[src/verilog/pll_ctrl_pkg.sv]
package pll_ctrl_pkg;
    // word layout
    localparam int word_bits = 24; // serial word length
    localparam int ctrl_bits = 4; // address nibble width
    localparam logic [3:0] addr_main_divider = 4'h0; // main divider word address
    localparam logic [3:0] addr_aux_divider = 4'h2; // aux divider word address (its control nibble)
    localparam logic [3:0] addr_timeout = 4'h9; // if fastlock timeout word
    localparam logic [3:0] addr_mode = 4'hb; // mode and output select word
    // fields of the timeout word
    localparam int timeout_lsb = 4; // timeout field low bit
    localparam int timeout_bits = 12; // timeout field width
    // fields of the mode word
    localparam int mux_lsb = 4; // output selector low bit
    localparam int osc_lsb = 8; // differential select bit
    localparam int dbl_lsb = 9; // doubler enable bit
    localparam int auto_powerup_select_lsb = 10; // auto power-up low bit
    // fields of the slip reduction word (fourth word, address 7)
    localparam logic [3:0] addr_slip = 4'h7; // word that carries slip reduction
    localparam int slip_lsb = 22; // slip reduction field low bit
    // reset values
    localparam logic [11:0] timeout_reset = 12'h000; // pin high-z at reset
    localparam logic [3:0] mux_reset = 4'h0; // test pin high-z at reset
    localparam logic [1:0] slip_reset = 2'h0; // slip reduction off
    localparam logic [11:0] timeout_min_auto = 12'h004; // first automatic timeout
    // auto power-up codes
    localparam logic [1:0] auto_powerup_select_none = 2'h0;
    localparam logic [1:0] auto_powerup_select_rf = 2'h1;
    localparam logic [1:0] auto_powerup_select_both = 2'h2;
    // charge pump current codes
    localparam logic cp_gain_high = 1'b1; // 4 ma setting
    // serial receiver states
    typedef enum logic [1:0] {
        rx_idle = 2'b01,
        rx_shift = 2'b10
    } rx_state_type;
endpackage

[src/verilog/sync_edge.sv]
// two-flop synchroniser with rise detect on the second stage copy
module sync_edge (
    clk,
    rst,
    async_in,
    level,
    rise
);
    input wire logic clk;
    input wire logic rst;
    input wire logic async_in;
    output logic level;
    output logic rise;
    logic meta_r; // first stage, read only by level
    logic level_r; // second stage
    logic prev_r; // delayed copy for edge detect
    logic meta_nxt;
    logic level_nxt;
    logic prev_nxt;
    // next values of the chain
    always_comb begin
        meta_nxt = async_in;
        level_nxt = meta_r;
        prev_nxt = level_r;
    end
    // register the chain
    always_ff @(posedge clk) begin
        if (rst) begin
            meta_r <= 1'b0;
            level_r <= 1'b0;
            prev_r <= 1'b0;
        end else begin
            meta_r <= meta_nxt;
            level_r <= level_nxt;
            prev_r <= prev_nxt;
        end
    end
    assign level = level_r;
    assign rise = level_r & ~prev_r;
endmodule

[src/verilog/pll_fastlock_output_control.sv]
// Functional notes
// - slip code 0 off, else 1/2, 1/4, 1/16
// - timeout 0..3 disables aux fastlock
// - timeout 4..4095 enables fastlock output pin
// - fastlock lasts timeout comparison cycles
// - timeout 0 high-z, 2 low, 3 high
// - timeout 1: pin low, pump forced high
// - test pin code 0 high-z, 1..5 push-pull choices
// - codes 6..8 open drain, 9..11 push-pull analog
// - codes 12..15 divider outputs halved
// - ref mode bit selects single or differential
// - doubler off passes reference unchanged
// - auto power-up codes on main word write
// - aux divider word never auto powers up
module pll_fastlock_output_control (
    clk,
    rst,
    ser_clk,
    ser_data,
    ser_load,
    aux_comp_pulse,
    aux_lock_start,
    dig_lock_rf,
    dig_lock_if,
    ana_lock_rf,
    ana_lock_if,
    if_r_out,
    if_n_out,
    rf_r_out,
    rf_n_out,
    aux_fastlock_pin_o,
    aux_fastlock_pin_oe,
    aux_fastlock_active,
    test_lock_pin_o,
    test_lock_pin_oe,
    aux_pump_gain_force,
    slip_reduction_select,
    slip_reduction_shift,
    ref_differential_select,
    ref_doubler_enable,
    rf_powerup_pulse,
    if_powerup_pulse
);
    input wire logic clk;
    input wire logic rst;
    input wire logic ser_clk; // serial clock pin
    input wire logic ser_data; // serial data pin
    input wire logic ser_load; // load strobe pin
    input wire logic aux_comp_pulse; // one pulse per aux phase comparison, same domain
    input wire logic aux_lock_start; // pulse: start an aux fastlock period, same domain
    input wire logic dig_lock_rf;
    input wire logic dig_lock_if;
    input wire logic ana_lock_rf;
    input wire logic ana_lock_if;
    input wire logic if_r_out; // divider outputs, same domain
    input wire logic if_n_out;
    input wire logic rf_r_out;
    input wire logic rf_n_out;
    output logic aux_fastlock_pin_o;
    output logic aux_fastlock_pin_oe;
    output logic aux_fastlock_active; // aux loop in fastlock state
    output logic test_lock_pin_o;
    output logic test_lock_pin_oe;
    output logic aux_pump_gain_force; // force aux pump to high current
    output logic [1:0] slip_reduction_select;
    output logic [3:0] slip_reduction_shift; // log2 of sample rate divisor
    output logic ref_differential_select;
    output logic ref_doubler_enable;
    output logic rf_powerup_pulse;
    output logic if_powerup_pulse;

    // synchronised serial pins
    logic sclk_rise;
    logic sdata_lvl;
    logic load_lvl;
    logic load_rise;
    sync_edge u_sclk (.clk(clk), .rst(rst), .async_in(ser_clk), .level(), .rise(sclk_rise));
    sync_edge u_sdata (.clk(clk), .rst(rst), .async_in(ser_data), .level(sdata_lvl), .rise());
    sync_edge u_load (.clk(clk), .rst(rst), .async_in(ser_load), .level(load_lvl), .rise(load_rise));

    // receiver state
    pll_ctrl_pkg::rx_state_type rx_r, rx_nxt;
    logic [23:0] shift_r, shift_nxt; // incoming word
    // stored fields
    logic [11:0] timeout_r, timeout_nxt;
    logic [3:0] mux_r, mux_nxt;
    logic [1:0] auto_powerup_select_r, auto_powerup_select_nxt;
    logic osc_r, osc_nxt;
    logic dbl_r, dbl_nxt;
    logic [1:0] slip_r, slip_nxt;
    logic rfpu_r, rfpu_nxt;
    logic ifpu_r, ifpu_nxt;
    logic [3:0] addr; // control nibble of the shifted word

    assign addr = shift_r[3:0];

    // serial shift and word latch
    always_comb begin
        rx_nxt = rx_r;
        shift_nxt = shift_r;
        timeout_nxt = timeout_r;
        mux_nxt = mux_r;
        auto_powerup_select_nxt = auto_powerup_select_r;
        osc_nxt = osc_r;
        dbl_nxt = dbl_r;
        slip_nxt = slip_r;
        rfpu_nxt = 1'b0;
        ifpu_nxt = 1'b0;
        unique case (rx_r)
            pll_ctrl_pkg::rx_idle: begin
                // shift while load is low; msb enters first
                if (sclk_rise && !load_lvl) begin
                    shift_nxt = {shift_r[22:0], sdata_lvl};
                    rx_nxt = pll_ctrl_pkg::rx_shift;
                end
            end
            pll_ctrl_pkg::rx_shift: begin
                if (load_rise) begin
                    rx_nxt = pll_ctrl_pkg::rx_idle;
                    // route by the low control nibble
                    unique case (addr)
                        pll_ctrl_pkg::addr_timeout: begin
                            timeout_nxt = shift_r[pll_ctrl_pkg::timeout_lsb +: pll_ctrl_pkg::timeout_bits];
                        end
                        pll_ctrl_pkg::addr_mode: begin
                            mux_nxt = shift_r[pll_ctrl_pkg::mux_lsb +: 4];
                            osc_nxt = shift_r[pll_ctrl_pkg::osc_lsb];
                            dbl_nxt = shift_r[pll_ctrl_pkg::dbl_lsb];
                            auto_powerup_select_nxt = shift_r[pll_ctrl_pkg::auto_powerup_select_lsb +: 2];
                        end
                        pll_ctrl_pkg::addr_slip: begin
                            slip_nxt = shift_r[pll_ctrl_pkg::slip_lsb +: 2];
                        end
                        pll_ctrl_pkg::addr_main_divider: begin
                            // main word write powers up per code; 3 reserved, no action
                            rfpu_nxt = (auto_powerup_select_r == pll_ctrl_pkg::auto_powerup_select_rf) ||
                                       (auto_powerup_select_r == pll_ctrl_pkg::auto_powerup_select_both);
                            ifpu_nxt = (auto_powerup_select_r == pll_ctrl_pkg::auto_powerup_select_both);
                        end
                        default: begin
                            // aux divider word and others: no auto power-up
                        end
                    endcase
                end else if (sclk_rise && !load_lvl) begin
                    shift_nxt = {shift_r[22:0], sdata_lvl};
                end
            end
            default: rx_nxt = pll_ctrl_pkg::rx_idle;
        endcase
    end

    // register receiver and fields
    always_ff @(posedge clk) begin
        if (rst) begin
            rx_r <= pll_ctrl_pkg::rx_idle;
            shift_r <= 24'h00_0000;
            timeout_r <= pll_ctrl_pkg::timeout_reset;
            mux_r <= pll_ctrl_pkg::mux_reset;
            auto_powerup_select_r <= pll_ctrl_pkg::auto_powerup_select_none;
            osc_r <= 1'b0;
            dbl_r <= 1'b0;
            slip_r <= pll_ctrl_pkg::slip_reset;
            rfpu_r <= 1'b0;
            ifpu_r <= 1'b0;
        end else begin
            rx_r <= rx_nxt;
            shift_r <= shift_nxt;
            timeout_r <= timeout_nxt;
            mux_r <= mux_nxt;
            auto_powerup_select_r <= auto_powerup_select_nxt;
            osc_r <= osc_nxt;
            dbl_r <= dbl_nxt;
            slip_r <= slip_nxt;
            rfpu_r <= rfpu_nxt;
            ifpu_r <= ifpu_nxt;
        end
    end

    // fastlock timer state
    logic [11:0] fl_cnt_r, fl_cnt_nxt; // comparison cycles left
    logic fl_act_r, fl_act_nxt;
    logic auto_en; // timeout in automatic range

    assign auto_en = (timeout_r >= pll_ctrl_pkg::timeout_min_auto);

    // count comparison cycles while in fastlock
    always_comb begin
        fl_cnt_nxt = fl_cnt_r;
        fl_act_nxt = fl_act_r;
        if (!auto_en) begin
            // disabled modes hold the timer idle
            fl_cnt_nxt = 12'h000;
            fl_act_nxt = 1'b0;
        end else if (aux_lock_start) begin
            fl_cnt_nxt = timeout_r;
            fl_act_nxt = 1'b1;
        end else if (fl_act_r && aux_comp_pulse) begin
            // leave after the programmed number of comparisons
            fl_cnt_nxt = fl_cnt_r - 12'h001;
            if (fl_cnt_r == 12'h001) begin
                fl_act_nxt = 1'b0;
            end
        end
    end

    always_ff @(posedge clk) begin
        if (rst) begin
            fl_cnt_r <= 12'h000;
            fl_act_r <= 1'b0;
        end else begin
            fl_cnt_r <= fl_cnt_nxt;
            fl_act_r <= fl_act_nxt;
        end
    end

    // halved divider outputs: toggle on each rising edge
    logic [3:0] div_prev_r, div_prev_nxt;
    logic [3:0] div_half_r, div_half_nxt;
    logic [3:0] div_in;

    assign div_in = {rf_n_out, rf_r_out, if_n_out, if_r_out};

    always_comb begin
        div_prev_nxt = div_in;
        div_half_nxt = div_half_r ^ (div_in & ~div_prev_r);
    end

    always_ff @(posedge clk) begin
        if (rst) begin
            div_prev_r <= 4'h0;
            div_half_r <= 4'h0;
        end else begin
            div_prev_r <= div_prev_nxt;
            div_half_r <= div_half_nxt;
        end
    end

    // registered pin and control outputs
    logic fl_o_r, fl_o_nxt, fl_oe_r, fl_oe_nxt;
    logic tl_o_r, tl_o_nxt, tl_oe_r, tl_oe_nxt;
    logic force_r, force_nxt;
    logic [3:0] shiftf_r, shiftf_nxt;

    // aux fastlock pin per timeout value
    always_comb begin
        fl_o_nxt = 1'b0;
        fl_oe_nxt = 1'b1;
        force_nxt = 1'b0;
        unique case (timeout_r)
            12'h000: fl_oe_nxt = 1'b0; // high impedance
            12'h001: begin
                fl_o_nxt = 1'b0; // manual fastlock drives low
                force_nxt = pll_ctrl_pkg::cp_gain_high;
            end
            12'h002: fl_o_nxt = 1'b0;
            12'h003: fl_o_nxt = 1'b1;
            default: fl_o_nxt = fl_act_r; // fastlock indication
        endcase
    end

    // test and lock detect selector
    always_comb begin
        tl_o_nxt = 1'b0;
        tl_oe_nxt = 1'b1;
        unique case (mux_r)
            4'h0: tl_oe_nxt = 1'b0;
            4'h1: tl_o_nxt = 1'b1;
            4'h2: tl_o_nxt = 1'b0;
            4'h3: tl_o_nxt = dig_lock_rf & dig_lock_if;
            4'h4: tl_o_nxt = dig_lock_rf;
            4'h5: tl_o_nxt = dig_lock_if;
            // open drain: drive only the low level
            4'h6: tl_oe_nxt = ~(ana_lock_rf & ana_lock_if);
            4'h7: tl_oe_nxt = ~ana_lock_rf;
            4'h8: tl_oe_nxt = ~ana_lock_if;
            4'h9: tl_o_nxt = ana_lock_rf & ana_lock_if;
            4'ha: tl_o_nxt = ana_lock_rf;
            4'hb: tl_o_nxt = ana_lock_if;
            4'hc: tl_o_nxt = div_half_r[0];
            4'hd: tl_o_nxt = div_half_r[1];
            4'he: tl_o_nxt = div_half_r[2];
            4'hf: tl_o_nxt = div_half_r[3];
        endcase
    end

    // slip reduction factor as a shift: 1, 1/2, 1/4, 1/16
    always_comb begin
        unique case (slip_r)
            2'h0: shiftf_nxt = 4'h0;
            2'h1: shiftf_nxt = 4'h1;
            2'h2: shiftf_nxt = 4'h2;
            2'h3: shiftf_nxt = 4'h4;
        endcase
    end

    always_ff @(posedge clk) begin
        if (rst) begin
            fl_o_r <= 1'b0;
            fl_oe_r <= 1'b0;
            tl_o_r <= 1'b0;
            tl_oe_r <= 1'b0;
            force_r <= 1'b0;
            shiftf_r <= 4'h0;
        end else begin
            fl_o_r <= fl_o_nxt;
            fl_oe_r <= fl_oe_nxt;
            tl_o_r <= tl_o_nxt;
            tl_oe_r <= tl_oe_nxt;
            force_r <= force_nxt;
            shiftf_r <= shiftf_nxt;
        end
    end

    assign aux_fastlock_pin_o = fl_o_r;
    assign aux_fastlock_pin_oe = fl_oe_r;
    assign aux_fastlock_active = fl_act_r;
    assign test_lock_pin_o = tl_o_r;
    assign test_lock_pin_oe = tl_oe_r;
    assign aux_pump_gain_force = force_r;
    assign slip_reduction_select = slip_r;
    assign slip_reduction_shift = shiftf_r;
    assign ref_differential_select = osc_r;
    assign ref_doubler_enable = dbl_r;
    assign rf_powerup_pulse = rfpu_r;
    assign if_powerup_pulse = ifpu_r;
endmodule

[config.mk]
export PLATFORM = sky130hd
export DESIGN_NAME = pll_fastlock_output_control
export DESIGN_NICKNAME = d
export VERILOG_FILES = /design/src/verilog/pll_ctrl_pkg.sv /design/src/verilog/sync_edge.sv /design/src/verilog/pll_fastlock_output_control.sv
export SDC_FILE = /design/constraint.sdc
export NUM_CORES = 1
export LEC_CHECK = 0
export ABC_AREA = 1
export BUFFER_PORTS_ARGS = -buffer_cell sky130_fd_sc_hd__buf_2
export CAP_MARGIN = 10
export CORE_MARGIN = 2
export CORE_UTILIZATION = 45
export CTS_CLUSTER_SIZE = 14
export DETAILED_ROUTE_END_ITERATION = 16
export GPL_TIMING_DRIVEN = 0
export PLACE_DENSITY = 0.74
export SLEW_MARGIN = 30
export SYNTH_ARGS = -nofsm -noshare
export SYNTH_HDL_FRONTEND = slang
export SYNTH_SLANG_ARGS = --single-unit
[constraint.sdc]
create_clock -name clk -period 3.7 [get_ports clk]
set_clock_uncertainty 0.15 [all_clocks]
set_input_delay 0.37 -clock clk [delete_from_list [all_inputs] [get_ports clk]]
set_output_delay 0.37 -clock clk [all_outputs]
set_load 0.03 [all_outputs]
==> impl_metrics.json, run 1 <==
{
  "holdPathStages": 3,
  "hp-class": "input pin to flip-flop",
  "drive_gt1_frac": 0.134,
  "cp.required_ps": 3840,
  "critPathSlowestCell": "nor2_1",
  "synth_area_um2": 3610,
  "r2r_end": "fl_cnt_r[1]",
  "startpoint_type": "flip-flop",
  "tightest_slew_ps": 533,
  "layout_common_cells": "nor2_1 (95), dfxtp_1 (87), inv_1 (71), nand2_1 (60), o21ai_0 (43)",
  "min_from": "ser_clk",
  "numCtsBuffers": 9,
  "die_w_um": 93.5,
  "multiInputGateArea_um2": 1480,
  "vias": 3123,
  "cp_max_fo": 8,
  "synth_ff_type": "dfxtp_1",
  "clockBufferDepth": 2,
  "crit_type": "flip-flop to flip-flop",
  "cts_root_buffer": "clkbuf_8",
  "hold_path_end": "u_sclk.level_nxt",
  "antenna_found_initial": 0,
  "arrival_ps": 1740,
  "syn_nets": 511,
  "wl_um": 7400,
  "fin_crit_sh": 0.432,
  "finalWorstSetupSlack_ps": 2100,
  "rrSetupSlack_ps": 2100,
  "diodes": 0,
  "portBuffers": 28,
  "num-fill-cells": 753,
  "clkLatencyLatePin_ps": 360,
  "setup_viol_count_final": 0,
  "synth-edff-count": 0,
  "cts_tree": "done",
  "synth-seq-area-share": 0.483,
  "drv_slew": 0,
  "hpwl_um": 5520,
  "crit_family": "simple AND/OR/NAND/NOR gates",
  "die_h_um": 93.5,
  "holdBufCountCts": 0,
  "ys_types": 31,
  "async_reset_ff_frac": 0,
  "final_common_cell": "nor2_1",
  "cts.clk_slew.worst_paths_ps": 100,
  "grt_overflow": 0,
  "crit_buf_inv": 1,
  "grt_max_degree": 18,
  "pre_cts_slack_ps": 2060,
  "layout.nets": 550,
  "fmax_mhz": 625,
  "netlist_instances": 493,
  "reg2reg_from": "aux_fastlock_active",
  "start_util": 0.465,
  "ys_ff_latch": 87,
  "grt_pass1_wl_um": 12700,
  "post_cts_buffers": 0,
  "end_kind": "flip-flop",
  "cp_num_cells": 6,
  "vdd.ir_drop.worst_uv": 238,
  "status": "finished, final reports clean",
  "maxCapViolations": 0,
  "reg2regPathDepth": 6,
  "seqCellArea_um2": 1740,
  "hold_violations": 0,
  "synth_warnings": 0,
  "pin_count": 31,
  "p_per_area_nw_per_um2": 427,
  "power.leakage_nw": 1.79,
  "route.detailed.drc": 0,
  "fin_tns_setup_ps": 0,
  "avgViaCountPerCell": 4.89,
  "rows": 32,
  "avgSynthCellArea_um2": 7.32,
  "gp_congestion": 0.864,
  "drt.antenna.violating_nets": 0,
  "grt_setup_unrepaired": "no",
  "ctsHtreeMaxLevel": 3,
  "coreArea_um2": 7770,
  "grt_pass1_vias": 3005,
  "cp_slowest_stage_delay_ps": 440,
  "grt_usage": 0.183,
  "wl_per_cell_um": 11.6,
  "drt_iter0_drc": 113,
  "cts_resized": 0,
  "fin_crit_ps": 1600,
  "clock-sinks": 87,
  "drtPass1Iterations": 4,
  "crit_chain": "nand2_1 > nor2_1 > inv_1 > nor2_1 > a21oi_1 > a21oi_1",
  "area_delta_synth_final_pct": 12.7,
  "total_power_mw": 1.73,
  "whs_ps": 50.9,
  "relSlewSlack": 0.644,
  "dieArea_um2": 8750
}
-- cells by family after synthesis --
kind of cell | Yosys count | share of synthesized area
buffers and inverters | 91 | 0.108
DFF | 87 | 0.483
and+or+nand+nor | 205 | 0.239
adders and majority gates | 3 | 0.0104
other | 1 | 0.00104
AOI/OAI and AO/OA | 106 | 0.159
-- flip-flops by register name, summed over array words and instances, names as in the netlist, 2 cells and up --
register               count
mux_r                      4
rx_r                       2
slip_reduction_shift       3
slip_reduction_select      2
div_prev_r                 4
fl_cnt_r                  12
shift_r                   24
div_half_r                 4
timeout_r                 12
auto_powerup_select_r      2
-- where the power goes --
part	internal [mW]	total, mW	leakage (nW)	switching [mW]
registers	0.968	0.989	0.707	0.0214
logic	0.0456	0.119	0.985	0.0731
clock network	0.260	0.626	0.0943	0.366
total	1.27	1.73	1.79	0.460
-- Yosys cell counts, types with 2 or more instances --
master | number | area (um^2)
nand2_2 | 2 | 12.5
nor3_1 | 8 | 40.0
o21ai_1 | 9 | 45.0
nand4_1 | 2 | 12.5
a21oi_2 | 2 | 17.5
buf_6 | 5 | 56.3
buf_2 | 4 | 20.0
o21ai_2 | 4 | 35.0
a31oi_1 | 2 | 12.5
clkbuf_1 | 5 | 18.8
a21oi_1 | 39 | 195
ha_1 | 3 | 37.5
nor2_2 | 2 | 12.5
dfxtp_1 | 87 | 1740
nand3_1 | 32 | 160
o22ai_1 | 4 | 25.0
nand3_2 | 2 | 20.0
inv_1 | 71 | 267
nand2_1 | 60 | 225
inv_2 | 3 | 11.3
o21ai_0 | 43 | 215
nor2_1 | 95 | 357
-- final cells by class --
type	count	share of cell area
Sequential cell	87	0.428
Multi-Input combinational cell	315	0.363
Inverter	74	0.0683
Timing Repair Buffer	28	0.0345
Tap cell	102	0.0314
Clock buffer	9	0.0305
Buffer	17	0.0274
Clock inverter	7	0.0160
-- routing by layer --
metal  GRT usage  part of all wire
met1       0.213              0.46
met5           0                 0
met3      0.0548             0.045
met4      0.0652             0.022
met2       0.318              0.48
-- worst reg2reg max path: stages, from the launching register on --
cell     delay [ps]
dfxtp_1         380
nand2_1         130
nor2_1          440
inv_1           120
nor2_1          120
a21oi_1          60
a21oi_1         140
-- through the flow --
| step | area, um^2 | instances | util |
|---|---|---|---|
| detailed placement | 3880 | 623 | 0.499 |
| global placement | 3880 | 623 | 0.499 |
| global route | 4070 | 639 | 0.523 |
| CTS | 4070 | 639 | 0.523 |
| floorplan | 3610 | 493 | - |
| finish | 4070 | 639 | 0.523 |
-- how the worst max path moves through the flow --
stage	startpoint	endpoint	slack, ps
6_report	aux_fastlock_active	fl_cnt_r[1]	2100
5_1_grt	aux_fastlock_active	fl_cnt_r[1]	1940
4_1_cts	aux_fastlock_active	fl_cnt_r[1]	2120
3_5_place_dp	aux_comp_pulse	fl_cnt_r[1]	2060
3_3_place_gp	rst	slip_reduction_select[0]	2100
2_1_floorplan	aux_fastlock_active	fl_cnt_r[1]	2190
Note: power is estimated with default switching activity, not from simulation.
==> inputs of run 2 (changes only) <==
ABC_AREA = 0   (was 1)
PLACE_DENSITY = 0.77   (was 0.74)
clock period = 1.39 ns   (was 3.7 ns; I/O delays follow)
==> run 2 against run 1 <==
The run now ends with setup timing left; largest power group unchanged; count of clock-buffer cells in the layout is 2 higher; first-iteration DRC count is 41% lower; register-to-register slack worse by 2400 ps; combinational power is 100% higher; final area is 14% higher; routed wire length is 9.0% higher.
==> impl_metrics.json, run 2 <==
{
  "finalWorstSetupSlack_ps": -303,
  "rows": 31,
  "layout.nets": 432,
  "grt_pass1_vias": 2718,
  "r2r_end": "fl_cnt_r[8]",
  "grt_usage": 0.193,
  "vias": 2656,
  "avgViaCountPerCell": 5.13,
  "async_reset_ff_frac": 0,
  "wl_um": 8070,
  "die_h_um": 91.7,
  "antenna_found_initial": 0,
  "synth_top_area_frac": 0.504,
  "ctsHtreeMaxLevel": 3,
  "grt_max_degree": 15,
  "crit_chain": "or4_4 > nor3_2 > xnor2_1 > a211oi_2",
  "portBuffers": 28,
  "synth.top_cells.by_count": "dfxtp_1 (87), nor2_1 (66), mux2i_1 (46)",
  "route.detailed.drc": 0,
  "status": "finished with violations",
  "critPathSlowestCell": "or4_4",
  "diodes": 0,
  "power.leakage_nw": 1.84,
  "hold_path_end": "fl_cnt_r[10]",
  "top_register": "shift_r",
  "coreArea_um2": 7330,
  "numCtsBuffers": 9,
  "hpwl_um": 4590,
  "layout.cells.non_filler": 518,
  "drtPass1Iterations": 4,
  "fin_tns_setup_ps": -8450,
  "yosys.area.top_type": "dfxtp_1",
  "synth_area_um2": 3460,
  "yosys-top-cells-area": "dfxtp_1 (50%), mux2i_1 (13%), nor2_1 (7.2%), nor2b_1 (3.6%), xnor2_1 (3.5%)",
  "synth_warnings": 0,
  "seqCellArea_um2": 1780,
  "synth_most_common_cell": "dfxtp_1",
  "drt.antenna.violating_nets": 0,
  "clkLatencyLatePin_ps": 350,
  "arrival_ps": 1760,
  "cts_root_buffer": "clkbuf_8",
  "fmax_mhz": 591,
  "start_util": 0.472,
  "layout_common_cells": "dfxtp_1 (66), nor2_1 (64), mux2i_1 (45), buf_2 (28), nor2b_1 (18)",
  "netlist_instances": 345,
  "violations": "setup timing",
  "synth_ff_type": "dfxtp_1",
  "total_power_mw": 4.76,
  "num-fill-cells": 549,
  "reg2regPathDepth": 4,
  "avgSynthCellArea_um2": 10.0,
  "crit_buf_inv": 0,
  "fin_crit_sh": 1.22,
  "ys_ff_latch": 87,
  "cp_slowest_stage_delay_ps": 600,
  "top_regs": "shift_r: 24 flops, fl_cnt_r: 12 flops, timeout_r: 12 flops",
  "multiInputGateArea_um2": 1910,
  "largest_register_ffs": 24,
  "drv_slew": 0,
  "relSlewSlack": 0.609,
  "cts_tree": "done",
  "vdd.ir_drop.worst_uv": 749,
  "hp-class": "input pin to flip-flop",
  "crit_type": "flip-flop to flip-flop",
  "cts.clk_slew.worst_paths_ps": 80,
  "maxCapViolations": 0,
  "setup_viol_count_final": 63,
  "clock-sinks": 87,
  "dieArea_um2": 8400,
  "fin_crit_ps": 1690,
  "drt_iter0_drc": 67,
  "reg2reg_from": "fl_cnt_r[6]",
  "grt_setup_unrepaired": "yes",
  "drive_gt1_frac": 0.348,
  "ys_types": 46,
  "final_common_cell": "dfxtp_1",
  "min_from": "aux_lock_start",
  "gp_congestion": 0.827,
  "crit_family": "simple AND/OR/NAND/NOR gates",
  "synth-edff-count": 0,
  "rrSetupSlack_ps": -300,
  "wl_per_cell_um": 15.6,
  "clockBufferDepth": 2,
  "end_kind": "flip-flop",
  "syn_nets": 363,
  "grt_pass1_wl_um": 12900,
  "startpoint_type": "flip-flop",
  "area_delta_synth_final_pct": 34.5,
  "tightest_slew_ps": 586,
  "grt_overflow": 0,
  "cp.required_ps": 1460,
  "p_per_area_nw_per_um2": 1020,
  "dpl.cell_count": 472,
  "holdPathStages": 3,
  "pin_count": 31,
  "synth-seq-area-share": 0.504,
  "die_w_um": 91.7,
  "cp_max_fo": 5,
  "hold_violations": 0
}
[run 2: cell count changes after synthesis, sizes merged, moves of 20 or more]
cell   delta
nand3    -31
o21ai    -55
mux2i    +46
a21oi    -33
nor2b    +20
inv      -66
nand2    -53
nor2     -31
[run 2: cell type report]
cell class / count / area share
inverters: 8 / 0.00646
well taps: 99 / 0.0266
flip-flops and latches: 87 / 0.383
clock buffers: 11 / 0.0326
repair buffers: 64 / 0.106
multi-input cells: 230 / 0.411
clock inverters: 5 / 0.0172
plain buffers: 14 / 0.0172
[run 2: timing repair]
action / CTS / global route
buffers inserted: 17 / 8
pin swaps: 16 / 20
hold buffers: 10 / 0
gates cloned: 4 / 0
endpoints found under the hold margin: 11 / 0
gates resized for setup: 53 / 39
endpoints found under the setup margin: 58 / 67
[run 2: how the worst max path moves through the flow]
stage	start	endpoint	slack (ps)	depth (start not counted)
after floorplan	fl_cnt_r[7]	fl_cnt_r[9]	-190	4
after global placement	shift_r[3]	timeout_r[1]	-280	5
after detailed placement	shift_r[3]	timeout_r[9]	-350	5
after CTS	fl_cnt_r[6]	fl_cnt_r[8]	-280	4
after global routing	fl_cnt_r[6]	fl_cnt_r[8]	-370	4
final	fl_cnt_r[6]	fl_cnt_r[8]	-300	4
[run 2: cells by family (layout without fill, tap and decap cells)]
group                    after synthesis  after routing  share of synthesized area
AO/OA/AOI/OAI                         28             28                     0.0608
XOR/XNOR                              14             14                     0.0355
flip-flops                            87             87                      0.504
AND/OR/NAND/NOR                      136            136                      0.211
adder cells (fa/ha/maj)                3              3                     0.0109
multiplexers                          48             48                      0.143
other                                  1              1                    0.00108
buffers and inverters                 28            102                     0.0344
[run 2: worst register-to-register path, delay by kind of cell, from the launching register on]
kind | cells | cell delay [ps]
xor+xnor | 1 | 170
simple gates | 2 | 830
compound gates | 1 | 100
flops | 1 | 330
[run 2: power breakdown]
group | switching [mW] | leakage [nW] | internal (mW)
Combinational | 0.125 | 1.02 | 0.114
Clock | 0.883 | 0.112 | 1.11
Sequential | 0.0178 | 0.715 | 2.51
[run 2: through the flow]
step	area, um^2	hold slack [ps]	utilization	setup WS [ps]
global placement	3820	195	0.522	-281
finish	4650	20.5	0.634	-303
CTS	4530	56.7	0.618	-281
global route	4650	10.6	0.634	-369
detailed placement	3820	206	0.522	-350
floorplan	3560	117	-	-187
[run 2: metal layers]
metal  part of all wire  vias up  global-route usage
met4             0.0099        0              0.0480
met3              0.034       13              0.0542
met2               0.52       57               0.346
li1                   -     1324                   -
met5                  0        -                   0
met1               0.43     1262               0.228
==> inputs of run 3 (changes only) <==
PLACE_DENSITY = 0.74   (was 0.77)
clock period = 1.7 ns   (was 1.39 ns; I/O delays follow)
==> run 3 against run 2 <==
Non-clock buffer count fell by 22; count of clock-buffer cells in the layout is 1 higher; critical endpoint is now fl_cnt_r[9]; utilization fell by 6.8 points; register-to-register slack improved by 310 ps; the flow now finishes without violations.
==> impl_metrics.json, run 3 (synthesized netlist as in run 2, its figures left out) <==
{
  "vdd.ir_drop.worst_uv": 600,
  "hold_violations": 0,
  "dpl.cell_count": 472,
  "top_register": "shift_r",
  "coreArea_um2": 7330,
  "crit_chain": "or4_4 > nor4_2 > xnor2_1 > a211oi_2",
  "dieArea_um2": 8400,
  "reg2reg_from": "fl_cnt_r[5]",
  "die_w_um": 91.7,
  "grt_pass1_wl_um": 11100,
  "crit_type": "flip-flop to flip-flop",
  "startpoint": "fl_cnt_r[5]",
  "area_delta_synth_final_pct": 20.0,
  "grt_pass1_vias": 2418,
  "crit_end": "fl_cnt_r[9]",
  "grt_usage": 0.164,
  "crit_family": "simple AND/OR/NAND/NOR gates",
  "top_regs": "shift_r: 24 flops, fl_cnt_r: 12 flops, timeout_r: 12 flops",
  "hpwl_um": 4640,
  "min_from": "aux_comp_pulse",
  "ctsHtreeMaxLevel": 3,
  "clockBufferDepth": 2,
  "fmax_mhz": 592,
  "grt_setup_unrepaired": "yes",
  "drt.antenna.violating_nets": 0,
  "pre_cts_slack_ps": -267,
  "num-fill-cells": 642,
  "place_area_um2": 3730,
  "crit_buf_inv": 0,
  "critPathSlowestCell": "or4_4",
  "avgViaCountPerCell": 5.06,
  "finalWorstSetupSlack_ps": 10.6,
  "rrSetupSlack_ps": 10,
  "portBuffers": 28,
  "clock-sinks": 87,
  "cts.clk_slew.worst_paths_ps": 90,
  "finish.utilization": 0.566,
  "final_area_um2": 4150,
  "arrival_ps": 1810,
  "layout.nets": 410,
  "drv_slew": 0,
  "cp_slowest_stage_delay_ps": 610,
  "antenna_found_initial": 0,
  "wl_per_cell_um": 13.5,
  "diodes": 0,
  "power.leakage_nw": 1.63,
  "clkLatencyLatePin_ps": 350,
  "drtPass1Iterations": 4,
  "final_common_cell": "dfxtp_1",
  "drive_gt1_frac": 0.217,
  "fin_crit_sh": 0.994,
  "cp_num_cells": 4,
  "cts_tree": "done",
  "grt_overflow": 0,
  "setup_viol_count_final": 0,
  "fin_crit_ps": 1690,
  "total_power_mw": 3.52,
  "wl_um": 6680,
  "status": "finished, final reports clean",
  "tightest_slew_ps": 585,
  "gp_congestion": 0.846,
  "maxCapViolations": 0,
  "reg2regPathDepth": 4,
  "startpoint_type": "flip-flop",
  "cts_root_buffer": "clkbuf_8",
  "cp.required_ps": 1820,
  "drt_iter0_drc": 126,
  "vias": 2508,
  "numCtsBuffers": 9,
  "hp-class": "input pin to flip-flop",
  "cp_max_fo": 5,
  "rows": 31,
  "die_h_um": 91.7,
  "pin_count": 31,
  "r2r_end": "fl_cnt_r[9]",
  "p_per_area_nw_per_um2": 848,
  "route.detailed.drc": 0,
  "layout.cells.non_filler": 496,
  "relSlewSlack": 0.610,
  "start_util": 0.472,
  "grt_max_degree": 15,
  "end_kind": "flip-flop",
  "layout_common_cells": "dfxtp_1 (79), nor2_1 (65), mux2i_1 (45), buf_2 (28), nor2b_1 (20)",
  "largest_register_ffs": 24
}
-- run 3: worst min-delay path, delay by kind of cell --
kind | cells | cell delay [ps]
compound gates | 2 | 220
buf+inv | 1 | 150
simple gates | 1 | 40
-- run 3: metal layers --
layer / vias to the layer above / global-route usage / wire (um)
met5: - / 0 / 0
met4: 0 / 0.0442 / 68
met3: 8 / 0.0575 / 304
met2: 46 / 0.275 / 3300
met1: 1173 / 0.201 / 3010
li1: 1281 / - / -
-- run 3: per-stage QoR --
stage | hold slack (ps) | TNS, ps
3_5_place_dp | 239 | -9950
5_1_grt | 124 | -323
2_1_floorplan | 148 | 0
6_report | 123 | 0
4_1_cts | 88.3 | -152
3_3_place_gp | 226 | -8550
-- run 3: how the worst min path moves through the flow --
stage,endpoint,cells after the start,slack [ps]
2_1_floorplan,div_prev_r[0],1,150
3_3_place_gp,u_load.level_nxt,2,230
3_5_place_dp,u_load.level_nxt,2,240
4_1_cts,fl_cnt_r[1],4,90
5_1_grt,fl_cnt_r[1],4,120
6_report,fl_cnt_r[1],4,120
-- run 3: area by class of cell --
| cell class | count | area (um^2) | area share |
|---|---|---|---|
| plain buffers | 16 | 97.6 | 0.0235 |
| clock buffers | 12 | 145 | 0.0350 |
| clock inverters | 4 | 31.3 | 0.00754 |
| inverters | 8 | 30.0 | 0.00724 |
| multi-input cells | 230 | 1710 | 0.412 |
| flip-flops and latches | 87 | 1750 | 0.423 |
| well taps | 99 | 124 | 0.0299 |
| repair buffers | 40 | 256 | 0.0618 |
-- run 3: repair_timing --
item,in CTS,in global routing
setup endpoints to repair,52,53
buffers inserted,1,1
pin swaps,4,7
hold endpoints to repair,11,0
hold buffers,9,0
gates resized for setup,12,27
gates cloned,0,1
-- run 3: where the power goes --
group          switching, mW  total (mW)  internal, mW
logic                 0.0899       0.169        0.0789
clock network          0.702        1.28         0.574
registers             0.0128        2.07          2.06
